`src/core/bgce_pkg.sv`:
```
`default_nettype none
package bgce_pkg;

	// configuration dword offsets (byte addresses)
	localparam logic [7:0] OFF_GPIO = 8'h64;
	localparam logic [7:0] OFF_CLK_STAT = 8'h68;

	// pin and clock counts
	localparam int GPIO_PINS = 4;
	localparam int SEC_CLOCKS = 10;
	localparam int PAIR_CLOCKS = 4;
	localparam int ERR_CAUSES = 8;

	// general pin register field positions
	localparam int POS_OUT_CLR = 8;
	localparam int POS_OUT_SET = 12;
	localparam int POS_OE_CLR = 16;
	localparam int POS_OE_SET = 20;
	localparam int POS_GPIO_RSVD = 24;
	localparam int POS_GPIO_IN = 28;

	// clock gating and status field positions
	localparam int POS_SINGLE_DIS = 8;
	localparam int POS_CLK_RSVD = 14;
	localparam int POS_ERR_STAT = 16;
	localparam int CLK_FIELD_W = 14;

	// error cause indices within the status field
	localparam int ERR_ADDR_PARITY = 0;
	localparam int ERR_PW_PARITY = 1;
	localparam int ERR_PW_NODELIVER = 2;
	localparam int ERR_PW_TABORT = 3;
	localparam int ERR_PW_MABORT = 4;
	localparam int ERR_DW_NODELIVER = 5;
	localparam int ERR_DR_NODATA = 6;
	localparam int ERR_DT_MTIMEOUT = 7;

	// reset values
	localparam logic [3:0] RST_GPIO_FIELD = 4'h0;
	localparam logic [CLK_FIELD_W-1:0] RST_CLK_DIS = 14'h0000;
	localparam logic [7:0] RST_ERR_STAT = 8'h00;
	localparam logic [31:0] RST_RDATA = 32'h0000_0000;

endpackage
`default_nettype wire

```
`src/core/bgce_sclk_if.sv`:
```
`default_nettype none
interface bgce_sclk_if #(
	parameter int CLOCKS = 10
);
	logic [CLOCKS-1:0] run;

	modport ctrl (output run);
	modport gen (input run);
endinterface
`default_nettype wire

```
`src/core/bgce_sclk_gen.sv`:
```
`default_nettype none
module bgce_sclk_gen
	import bgce_pkg::*;
#(
	parameter int CLOCKS = SEC_CLOCKS
) (
	input wire logic i_mclk,
	input wire logic i_reset_n,
	bgce_sclk_if.gen sclk,
	output logic [CLOCKS-1:0] o_secondary_clock_outputs
);

	// each output is the bus clock halved; a stopped output is held low
	always_ff @(posedge i_mclk) begin
		if (!i_reset_n) begin
			o_secondary_clock_outputs <= '0;
		end else begin
			o_secondary_clock_outputs <= ~o_secondary_clock_outputs & sclk.run;
		end
	end

endmodule
`default_nettype wire

```
`src/core/bgce_regs.sv`:
```
`default_nettype none
// Function
// - write one to output-clear bit drives bidirectional pin low
// - write one to output-set bit drives bidirectional pin high
// - input-only pins are never driven by set or clear writes
// - zero writes do nothing; set/clear fields read last written, reset zero
// - write one to enable-clear bit makes pin input only, driver off
// - write one to enable-set bit makes pin bidirectional, drives data
// - zero writes to enable fields do nothing; read last written, reset zero
// - reserved bits 27:24 always read zero
// - input field shows pin levels, refreshed on the second clock after change
// - clocks 0-3 stop only when both disable bits are one
// - clocks 4-9 stop and stay low when their disable bit is one
// - reserved clock-gating bits 15:14 read zero
// - bit 16 records address parity error; resets zero, write one clears
// - bit 17 records posted write data parity error on target bus
// - bit 18 records posted write non-delivery after many attempts
// - bit 19 records target abort delivering posted write data
// - bit 20 records master abort delivering posted write data
// - bit 21 records delayed write non-delivery after many attempts
// - bit 22 records delayed read with no data after many attempts
// - bit 23 records delayed transaction master timeout
// - cleared disable bit plus enable lets error assert; set bit suppresses
module bgce_regs
	import bgce_pkg::*;
#(
	parameter int PINS = GPIO_PINS
) (
	input wire logic i_mclk,
	input wire logic i_reset_n,
	input wire logic i_cfg_wr,
	input wire logic i_cfg_rd,
	input wire logic [7:0] i_cfg_addr,
	input wire logic [3:0] i_cfg_byte_en,
	input wire logic [31:0] i_cfg_wdata,
	output logic [31:0] o_cfg_rdata,
	output logic o_cfg_rd_valid,
	input wire logic [PINS-1:0] i_gpio_in,
	output logic [PINS-1:0] o_gpio_out,
	output logic [PINS-1:0] o_gpio_oe,
	output logic [SEC_CLOCKS-1:0] o_secondary_clock_outputs,
	input wire logic [ERR_CAUSES-1:0] i_err_event,
	input wire logic [ERR_CAUSES-1:0] i_event_disable,
	input wire logic i_system_error_enable_bit,
	output logic o_primary_system_error_n
);

	// dword address match, low two address bits ignored
	function automatic logic addr_hit(input logic [7:0] addr, input logic [7:0] offset);
		addr_hit = (addr[7:2] == offset[7:2]);
	endfunction

	// four-bit field from a written dword
	function automatic logic [3:0] nib(input logic [31:0] data, input int pos);
		nib = data[pos +: 4];
	endfunction

	// byte lane enable covering a bit position
	function automatic logic lane(input logic [3:0] be, input int pos);
		lane = be[pos / 8];
	endfunction

	logic [PINS-1:0] gpio_meta;
	logic [PINS-1:0] gpio_sync;
	logic [3:0] out_clr_field;
	logic [3:0] out_set_field;
	logic [3:0] oe_clr_field;
	logic [3:0] oe_set_field;
	logic [CLK_FIELD_W-1:0] clk_dis;
	logic [POS_SINGLE_DIS-1:0] clk_pair_dis;
	logic [CLK_FIELD_W-POS_SINGLE_DIS-1:0] clk_single_dis;
	logic [ERR_CAUSES-1:0] err_stat;
	logic gpio_sel;
	logic clk_stat_sel;
	logic wr_gpio;
	logic wr_clk_stat;
	logic out_lane;
	logic oe_lane;
	logic [PINS-1:0] set_req;
	logic [PINS-1:0] clr_req;
	logic [PINS-1:0] oe_set_req;
	logic [PINS-1:0] oe_clr_req;
	logic [PINS-1:0] next_gpio_out;
	logic [PINS-1:0] next_gpio_oe;
	logic [ERR_CAUSES-1:0] err_fire;
	logic [ERR_CAUSES-1:0] err_w1c;
	logic [ERR_CAUSES-1:0] next_err_stat;
	logic [SEC_CLOCKS-1:0] clk_run;
	logic [31:0] next_rdata;

	bgce_sclk_if #(.CLOCKS(SEC_CLOCKS)) sclk ();

	// dword decode, shared by reads and writes
	assign gpio_sel = addr_hit(i_cfg_addr, OFF_GPIO);
	assign clk_stat_sel = addr_hit(i_cfg_addr, OFF_CLK_STAT);
	assign wr_gpio = i_cfg_wr && gpio_sel;
	assign wr_clk_stat = i_cfg_wr && clk_stat_sel;
	assign out_lane = lane(i_cfg_byte_en, POS_OUT_CLR);
	assign oe_lane = lane(i_cfg_byte_en, POS_OE_CLR);

	always_ff @(posedge i_mclk) begin
		if (!i_reset_n) begin
			gpio_meta <= '0;
		end else begin
			gpio_meta <= i_gpio_in;
		end
	end

	// second stage, the only reader of the first
	always_ff @(posedge i_mclk) begin
		if (!i_reset_n) begin
			gpio_sync <= '0;
		end else begin
			gpio_sync <= gpio_meta;
		end
	end

	// one bits written this cycle into the output-set/clear fields
	always_comb begin
		set_req = '0;
		clr_req = '0;
		if (wr_gpio && out_lane) begin
			set_req = nib(i_cfg_wdata, POS_OUT_SET);
			clr_req = nib(i_cfg_wdata, POS_OUT_CLR);
		end
	end

	// one bits written this cycle into the enable-set/clear fields
	always_comb begin
		oe_set_req = '0;
		oe_clr_req = '0;
		if (wr_gpio && oe_lane) begin
			oe_set_req = nib(i_cfg_wdata, POS_OE_SET);
			oe_clr_req = nib(i_cfg_wdata, POS_OE_CLR);
		end
	end

	// output-clear field keeps the last written value
	always_ff @(posedge i_mclk) begin
		if (!i_reset_n) begin
			out_clr_field <= RST_GPIO_FIELD;
		end else if (wr_gpio && out_lane) begin
			out_clr_field <= nib(i_cfg_wdata, POS_OUT_CLR);
		end
	end

	// output-set field keeps the last written value
	always_ff @(posedge i_mclk) begin
		if (!i_reset_n) begin
			out_set_field <= RST_GPIO_FIELD;
		end else if (wr_gpio && out_lane) begin
			out_set_field <= nib(i_cfg_wdata, POS_OUT_SET);
		end
	end

	// enable-clear field keeps the last written value
	always_ff @(posedge i_mclk) begin
		if (!i_reset_n) begin
			oe_clr_field <= RST_GPIO_FIELD;
		end else if (wr_gpio && oe_lane) begin
			oe_clr_field <= nib(i_cfg_wdata, POS_OE_CLR);
		end
	end

	// enable-set field keeps the last written value
	always_ff @(posedge i_mclk) begin
		if (!i_reset_n) begin
			oe_set_field <= RST_GPIO_FIELD;
		end else if (wr_gpio && oe_lane) begin
			oe_set_field <= nib(i_cfg_wdata, POS_OE_SET);
		end
	end

	// output data: ones set or clear, zeros leave the bit alone
	always_comb begin
		next_gpio_out = o_gpio_out;
		next_gpio_out = next_gpio_out | set_req;
		// clear drives low, clear wins a same-write clash
		next_gpio_out = next_gpio_out & ~clr_req;
	end

	// direction: enable-set makes a pin bidirectional, enable-clear input only
	always_comb begin
		next_gpio_oe = o_gpio_oe;
		next_gpio_oe = next_gpio_oe | oe_set_req;
		// tristate driver, clear wins a same-write clash
		next_gpio_oe = next_gpio_oe & ~oe_clr_req;
	end

	// pin level follows one cycle after the write
	always_ff @(posedge i_mclk) begin
		if (!i_reset_n) begin
			o_gpio_out <= RST_GPIO_FIELD;
		end else begin
			o_gpio_out <= next_gpio_out;
		end
	end

	// pins with the driver off stay undriven whatever data holds
	always_ff @(posedge i_mclk) begin
		if (!i_reset_n) begin
			o_gpio_oe <= RST_GPIO_FIELD;
		end else begin
			o_gpio_oe <= next_gpio_oe;
		end
	end

	// clock gating pairs for clocks 0 to 3, byte lane 0
	always_ff @(posedge i_mclk) begin
		if (!i_reset_n) begin
			clk_pair_dis <= RST_CLK_DIS[POS_SINGLE_DIS-1:0];
		end else if (wr_clk_stat && i_cfg_byte_en[0]) begin
			clk_pair_dis <= i_cfg_wdata[POS_SINGLE_DIS-1:0];
		end
	end

	// clock gating single bits for clocks 4 to 9, byte lane 1
	always_ff @(posedge i_mclk) begin
		if (!i_reset_n) begin
			clk_single_dis <= RST_CLK_DIS[CLK_FIELD_W-1:POS_SINGLE_DIS];
		end else if (wr_clk_stat && i_cfg_byte_en[1]) begin
			clk_single_dis <= i_cfg_wdata[CLK_FIELD_W-1:POS_SINGLE_DIS];
		end
	end

	assign clk_dis = {clk_single_dis, clk_pair_dis};

	// run enables per secondary clock
	always_comb begin
		clk_run = '0;
		for (int i = 0; i < PAIR_CLOCKS; i++) begin
			clk_run[i] = ~(clk_dis[2*i] & clk_dis[2*i+1]);
		end
		for (int i = PAIR_CLOCKS; i < SEC_CLOCKS; i++) begin
			clk_run[i] = ~clk_dis[POS_SINGLE_DIS + i - PAIR_CLOCKS];
		end
	end

	assign sclk.run = clk_run;

	bgce_sclk_gen #(.CLOCKS(SEC_CLOCKS)) u_sclk_gen (
		.i_mclk(i_mclk),
		.i_reset_n(i_reset_n),
		.sclk(sclk),
		.o_secondary_clock_outputs(o_secondary_clock_outputs)
	);

	// an event fires only when enabled and not disabled
	assign err_fire = i_err_event & ~i_event_disable & {ERR_CAUSES{i_system_error_enable_bit}};

	// one bits written to the status byte clear matching flags
	assign err_w1c = (wr_clk_stat && i_cfg_byte_en[2]) ? i_cfg_wdata[POS_ERR_STAT +: ERR_CAUSES]
		: '0;

	always_comb begin
		next_err_stat = err_stat & ~err_w1c;
		next_err_stat[ERR_ADDR_PARITY] = next_err_stat[ERR_ADDR_PARITY] | err_fire[ERR_ADDR_PARITY];
		next_err_stat[ERR_PW_PARITY] = next_err_stat[ERR_PW_PARITY] | err_fire[ERR_PW_PARITY];
		next_err_stat[ERR_PW_NODELIVER] = next_err_stat[ERR_PW_NODELIVER]
			| err_fire[ERR_PW_NODELIVER];
		next_err_stat[ERR_PW_TABORT] = next_err_stat[ERR_PW_TABORT] | err_fire[ERR_PW_TABORT];
		next_err_stat[ERR_PW_MABORT] = next_err_stat[ERR_PW_MABORT] | err_fire[ERR_PW_MABORT];
		next_err_stat[ERR_DW_NODELIVER] = next_err_stat[ERR_DW_NODELIVER]
			| err_fire[ERR_DW_NODELIVER];
		next_err_stat[ERR_DR_NODATA] = next_err_stat[ERR_DR_NODATA] | err_fire[ERR_DR_NODATA];
		next_err_stat[ERR_DT_MTIMEOUT] = next_err_stat[ERR_DT_MTIMEOUT]
			| err_fire[ERR_DT_MTIMEOUT];
	end

	// flags set on the same edge as the error output, sticky until cleared
	always_ff @(posedge i_mclk) begin
		if (!i_reset_n) begin
			err_stat <= RST_ERR_STAT;
		end else begin
			err_stat <= next_err_stat;
		end
	end

	// error output low in the cycle after any event fires, once for events firing together
	always_ff @(posedge i_mclk) begin
		if (!i_reset_n) begin
			o_primary_system_error_n <= 1'b1;
		end else begin
			o_primary_system_error_n <= ~(|err_fire);
		end
	end

	// read data assembly
	always_comb begin
		next_rdata = RST_RDATA;
		if (gpio_sel) begin
			next_rdata[POS_OUT_CLR +: 4] = out_clr_field;
			next_rdata[POS_OUT_SET +: 4] = out_set_field;
			next_rdata[POS_OE_CLR +: 4] = oe_clr_field;
			next_rdata[POS_OE_SET +: 4] = oe_set_field;
			next_rdata[POS_GPIO_RSVD +: 4] = 4'h0;
			next_rdata[POS_GPIO_IN +: 4] = gpio_sync;
		end else if (clk_stat_sel) begin
			next_rdata[CLK_FIELD_W-1:0] = clk_dis;
			next_rdata[POS_CLK_RSVD +: 2] = 2'h0;
			next_rdata[POS_ERR_STAT +: ERR_CAUSES] = err_stat;
		end
	end

	// read answer strobe one cycle after the request
	always_ff @(posedge i_mclk) begin
		if (!i_reset_n) begin
			o_cfg_rd_valid <= 1'b0;
		end else begin
			o_cfg_rd_valid <= i_cfg_rd;
		end
	end

	// read data captured with the request; unmapped dwords read zero
	always_ff @(posedge i_mclk) begin
		if (!i_reset_n) begin
			o_cfg_rdata <= RST_RDATA;
		end else if (i_cfg_rd) begin
			o_cfg_rdata <= next_rdata;
		end
	end

endmodule
`default_nettype wire

```
`config.mk`:
```
export PLATFORM = sky130hd
export DESIGN_NAME = bgce_regs
export DESIGN_NICKNAME = d
export VERILOG_FILES = /design/src/core/bgce_pkg.sv /design/src/core/bgce_sclk_if.sv /design/src/core/bgce_sclk_gen.sv /design/src/core/bgce_regs.sv
export SDC_FILE = /design/constraint.sdc
export NUM_CORES = 1
export LEC_CHECK = 0
export BUFFER_PORTS_ARGS = -buffer_cell sky130_fd_sc_hd__buf_4
export CORE_ASPECT_RATIO = 1.25
export CORE_MARGIN = 1.5
export CORE_UTILIZATION = 51
export DETAILED_ROUTE_END_ITERATION = 12
export GPL_TIMING_DRIVEN = 0
export PLACE_DENSITY = 0.8
export SLEW_MARGIN = 25
export SYNTH_ARGS = -nofsm -noshare
export SYNTH_HDL_FRONTEND = slang
export SYNTH_HIERARCHICAL = 1
export SYNTH_SLANG_ARGS = --single-unit
```
`constraint.sdc`:
```
create_clock -name i_mclk -period 1.3 [get_ports i_mclk]
set_clock_uncertainty 0.1 [all_clocks]
set_input_delay 0.065 -clock i_mclk [delete_from_list [all_inputs] [get_ports i_mclk]]
set_output_delay 0.065 -clock i_mclk [all_outputs]
set_load 0.01 [all_outputs]
```
Word-level counts from Yosys, hierarchy flattened:

Cells that the tools add are included.

* flip-flop bits (word level): 98
* output and inout bits: 52
* word-level logic and storage cells: 70

* eq/ne operators: 2
* mux-type cells: 9
* bitwise logic cells: 36
* reductions and logical operators: 8

Operators with widths (number)
* $and A8 B8 Y8: 3
* $mux W24: 1
* $mux W8: 3
* $mux W16: 1
* $mux W4: 4
* $not A8 Y8: 2
* $eq A6 B5 Y1 const B: 2
* $not A1 Y1: 11
* $and A10 B10 Y10: 1
* $not A10 Y10: 1
* $and A4 B4 Y4: 2
* $not A4 Y4: 2
* $or A1 B1 Y1: 8
* $or A4 B4 Y4: 2
* $reduce_or A8 Y1: 1
* $logic_and A1 B1 Y1: 7
* $and A1 B1 Y1: 4

Depth between registers and ports, before layout:

* word-level depth: 7
* mapped depth: 5
* depth with buffers taken out: 3

Hierarchy:

The synthesis kept the hierarchy.

Modules (own cells, without submodules)
* bgce_regs: instances 1, cells an instance 402, area each 3597.2 um2
* bgce_sclk_gen: instances 1, cells an instance 20, area each 287.8 um2

Worst setup path before layout:

No wires, ideal clock.

* path kind: input port to flip-flop
* from: input i_cfg_addr[4]
* to: register clk_pair_dis[0]
* setup time: 72 ps
* data arrival time: 927 ps
* required time: 1128 ps
* slack: 201 ps
* stages: 4
* path through: and4bb_2 -> and4_1 -> buf_4 -> mux2i_1

* cells in the longest elaborated chain, start to end: 3

Ends and longest elaborated chain
* start: declaration: line bgce_regs.sv:33 `input wire logic [7:0] i_cfg_addr,`
* $eq A6 B5 Y1: line bgce_regs.sv:50 `addr_hit = (addr[7:2] == offset[7:2]);`
* $logic_and A1 B1 Y1: line bgce_regs.sv:97 `assign wr_clk_stat = i_cfg_wr && clk_stat_sel;`
* $logic_and A1 B1 Y1: line bgce_regs.sv:212 `end else if (wr_clk_stat && i_cfg_byte_en[0]) begin`
* end signal: assignment: line bgce_regs.sv:211 `clk_pair_dis <= RST_CLK_DIS[POS_SINGLE_DIS-1:0];`
* end signal: assignment: line bgce_regs.sv:213 `clk_pair_dis <= i_cfg_wdata[POS_SINGLE_DIS-1:0];`
* end: declaration: line bgce_regs.sv:70 `logic [POS_SINGLE_DIS-1:0] clk_pair_dis;`

Every way passes these cells.
A chain may end at the register's enable or synchronous reset.

Final worst setup path:

* from: input i_cfg_addr[4]
* to: register out_clr_field[1]

* cells in the longest elaborated chain, start to end: 3

Ends and longest elaborated chain
* $eq A6 B5 Y1: line bgce_regs.sv:50
* $logic_and A1 B1 Y1: line bgce_regs.sv:96 `assign wr_gpio = i_cfg_wr && gpio_sel;`
* $logic_and A1 B1 Y1: line bgce_regs.sv:142 `end else if (wr_gpio && out_lane) begin`
* end signal: assignment: line bgce_regs.sv:143 `out_clr_field <= nib(i_cfg_wdata, POS_OUT_CLR);`
* end: declaration: line bgce_regs.sv:65 `logic [3:0] out_clr_field;`

Every way passes these cells.

==> flow_summary.ini <==
[cts]
cts_setup_buffers = 0
cts.htree.levels = 3
cts_tree = done
cts_buffers = 9
holdBufCountCts = 30
clkTransAtPathRegs_ps = 100
cts-root-buf = clkbuf_8
cts_num_sinks = 94
clockBufferDepth = 2
cts-resized-gates = 0
worstSkewPairLatency_ps = 350

[worst_setup_path]
worstPathMaxFanout = 10
arrival_ps = 1320
cp-end-kind = register
crit_type = primary input to register
cp_data_required_time_ps = 1450
start_kind = primary input

[placed_design]
place.gp.congestion = 0.890
placed_area_um2 = 4790
place_ws_ps = -202
hpwl_mm = 7.67
numPortBuffers = 104

[timing]
rsz0062_at_grt = no
period_share = 0.904
finalHoldViolations = 0
fmax_mhz = 851
setup_violations = 0
postLayoutSetupSlackWorst_ps = 124
fin_crit_ps = 1180
final.setup.tns_ps = 0
holdWs_ps = 8.22
drv_slew = 0

[cells_and_area]
layout_common_cells = 110 x buf_4, 94 x dfxtp_1, 44 x nand3_1
nFillCells = 579
drive_above_1_share = 0.261
final_common_cell = buf_4
multi_input_area_um2 = 1750
area_delta_synth_final_pct = 36.2
fin_nets = 639
final_cell_area_um2 = 5290
register_area_um2 = 1880
antenna_cells = 0

[detailed_routing]
wire_per_inst_um = 16.6
dr_total_vias = 3747
drc = 0
via_per_inst = 5.62
drt_iter0_markers = 199
ant_nets = 0
dr.pass1.iters = 5
wirelength_mm = 11.1

[synth]
seq_area_frac_synth = 0.484
postSynthCellCount = 422
synth_cell_types = 30
ys_ff_latch = 94
netlist_area_um2 = 3880
yosys_warnings = 6
avgSynthCellArea_um2 = 9.21

[run_status]
run_status = finished, final reports clean

[power]
leakagePower_uw = 0.00220
ir_drop_v = 0.000623
power.density_nw_per_um2 = 1060
fin_total_pwr_uw = 5610

[die]
coreArea_um2 = 7360
row_count = 35
die_y_um = 101
fp.dieW_um = 81.1
start_util = 0.528
pin_count = 121
die_area_um2 = 8150

[global_routing]
overflow = 0
grt_pass1_vias = 3717
antenna_found_initial = 0
grt_first_pass_wirelength_mm = 17.5
grt_max_degree = 16
grt_use_total = 0.281

[job]
maxCapViolations = 0

[worst_hold_path]
hold_class = primary input to register
[flip-flops by register name (all words and copies together) (netlist names)]
name / cells
gpio_sync: 4
err_stat: 8
o_primary_system_error_n: 1
out_clr_field: 4
o_cfg_rd_valid: 1
oe_set_field: 4
o_cfg_rdata: 28
oe_clr_field: 4
clk_pair_dis: 8
out_set_field: 4
clk_single_dis: 6
u_sclk_gen/o_secondary_clock_outputs: 10
gpio_meta: 4
o_gpio_out: 4
o_gpio_oe: 4
[final cells by class]
| cell class | count | area share |
|---|---|---|
| Buffer | 39 | 0.0428 |
| Clock buffer | 11 | 0.0267 |
| Clock inverter | 5 | 0.0109 |
| Inverter | 11 | 0.00780 |
| Multi-Input combinational cell | 281 | 0.330 |
| Sequential cell | 94 | 0.356 |
| Tap cell | 92 | 0.0218 |
| Timing Repair Buffer | 134 | 0.204 |
[logic make-up after synthesis]
group                  count (synthesis)  synth area share
AOI/OAI and AO/OA                    102             0.166
buffers and inverters                 50            0.0689
DFF                                   94             0.484
and+or+nand+nor                      161             0.244
muxes                                 14            0.0361
other                                  1          0.000965
[per-layer routing]
metal,global-route usage,part of all wire,vias to the layer above,routed length (um)
li1,-,-,1781,-
met1,0.326,0.39,1767,4350
met2,0.499,0.52,171,5700
met3,0.0525,0.062,28,690
met4,0.114,0.028,0,310
met5,0,0,-,0
[where the power goes]
part           leakage, uW  internal [uW]  total [uW]  switching [uW]
clock network     0.000104            947        1960            1010
logic              0.00133            351         660             309
registers         0.000766           2950        2990            38.3
[path summary, 6_finish.rpt]
check | from | end | slack [ps] | depth (start not counted)
worst max-delay path | i_cfg_addr[4] | out_clr_field[1] | 120 | 5
worst min-delay path | i_err_event[7] | o_primary_system_error_n | 8 | 4
worst max register to register | o_gpio_out[0] | o_gpio_out[0] | 380 | 2
worst min register to register | gpio_meta[1] | gpio_sync[1] | 350 | 1
[cell usage after synthesis, drive strengths merged]
cell type,number,area [um2]
dfxtp,94,1880
nand3,44,220
o21ai,38,190
nand2,32,120
a21boi,30,225
buf,22,163
and3b,18,158
clkbuf,17,63.8
nand2b,17,106
a31oi,14,87.6
mux2i,14,140
nand4,14,87.6
inv,11,41.3
nor2b,10,62.6
and2,9,56.3
a21oi,8,40.0
a31o,8,70.1
and3,8,50.1
and4,3,26.3
and4b,2,20.0
nand4b,2,17.5
o22ai,2,12.5
and4bb,1,12.5
conb,1,3.75
nand4bb,1,11.3
o2111ai,1,8.76
o311ai,1,8.76
[worst max-delay path, stage by stage]
cell and delay [ps]:
buf_4 120, nand4bb_1 410, clkbuf_1 350, o21ai_0 250, a21boi_0 120
[through the flow]
stage	cells	util
after floorplan	425	-
after global placement	621	0.651
after detailed placement	621	0.651
after CTS	667	0.719
after global routing	667	0.719
final	667	0.719
No activity file was read; power rests on OpenSTA's default activity.
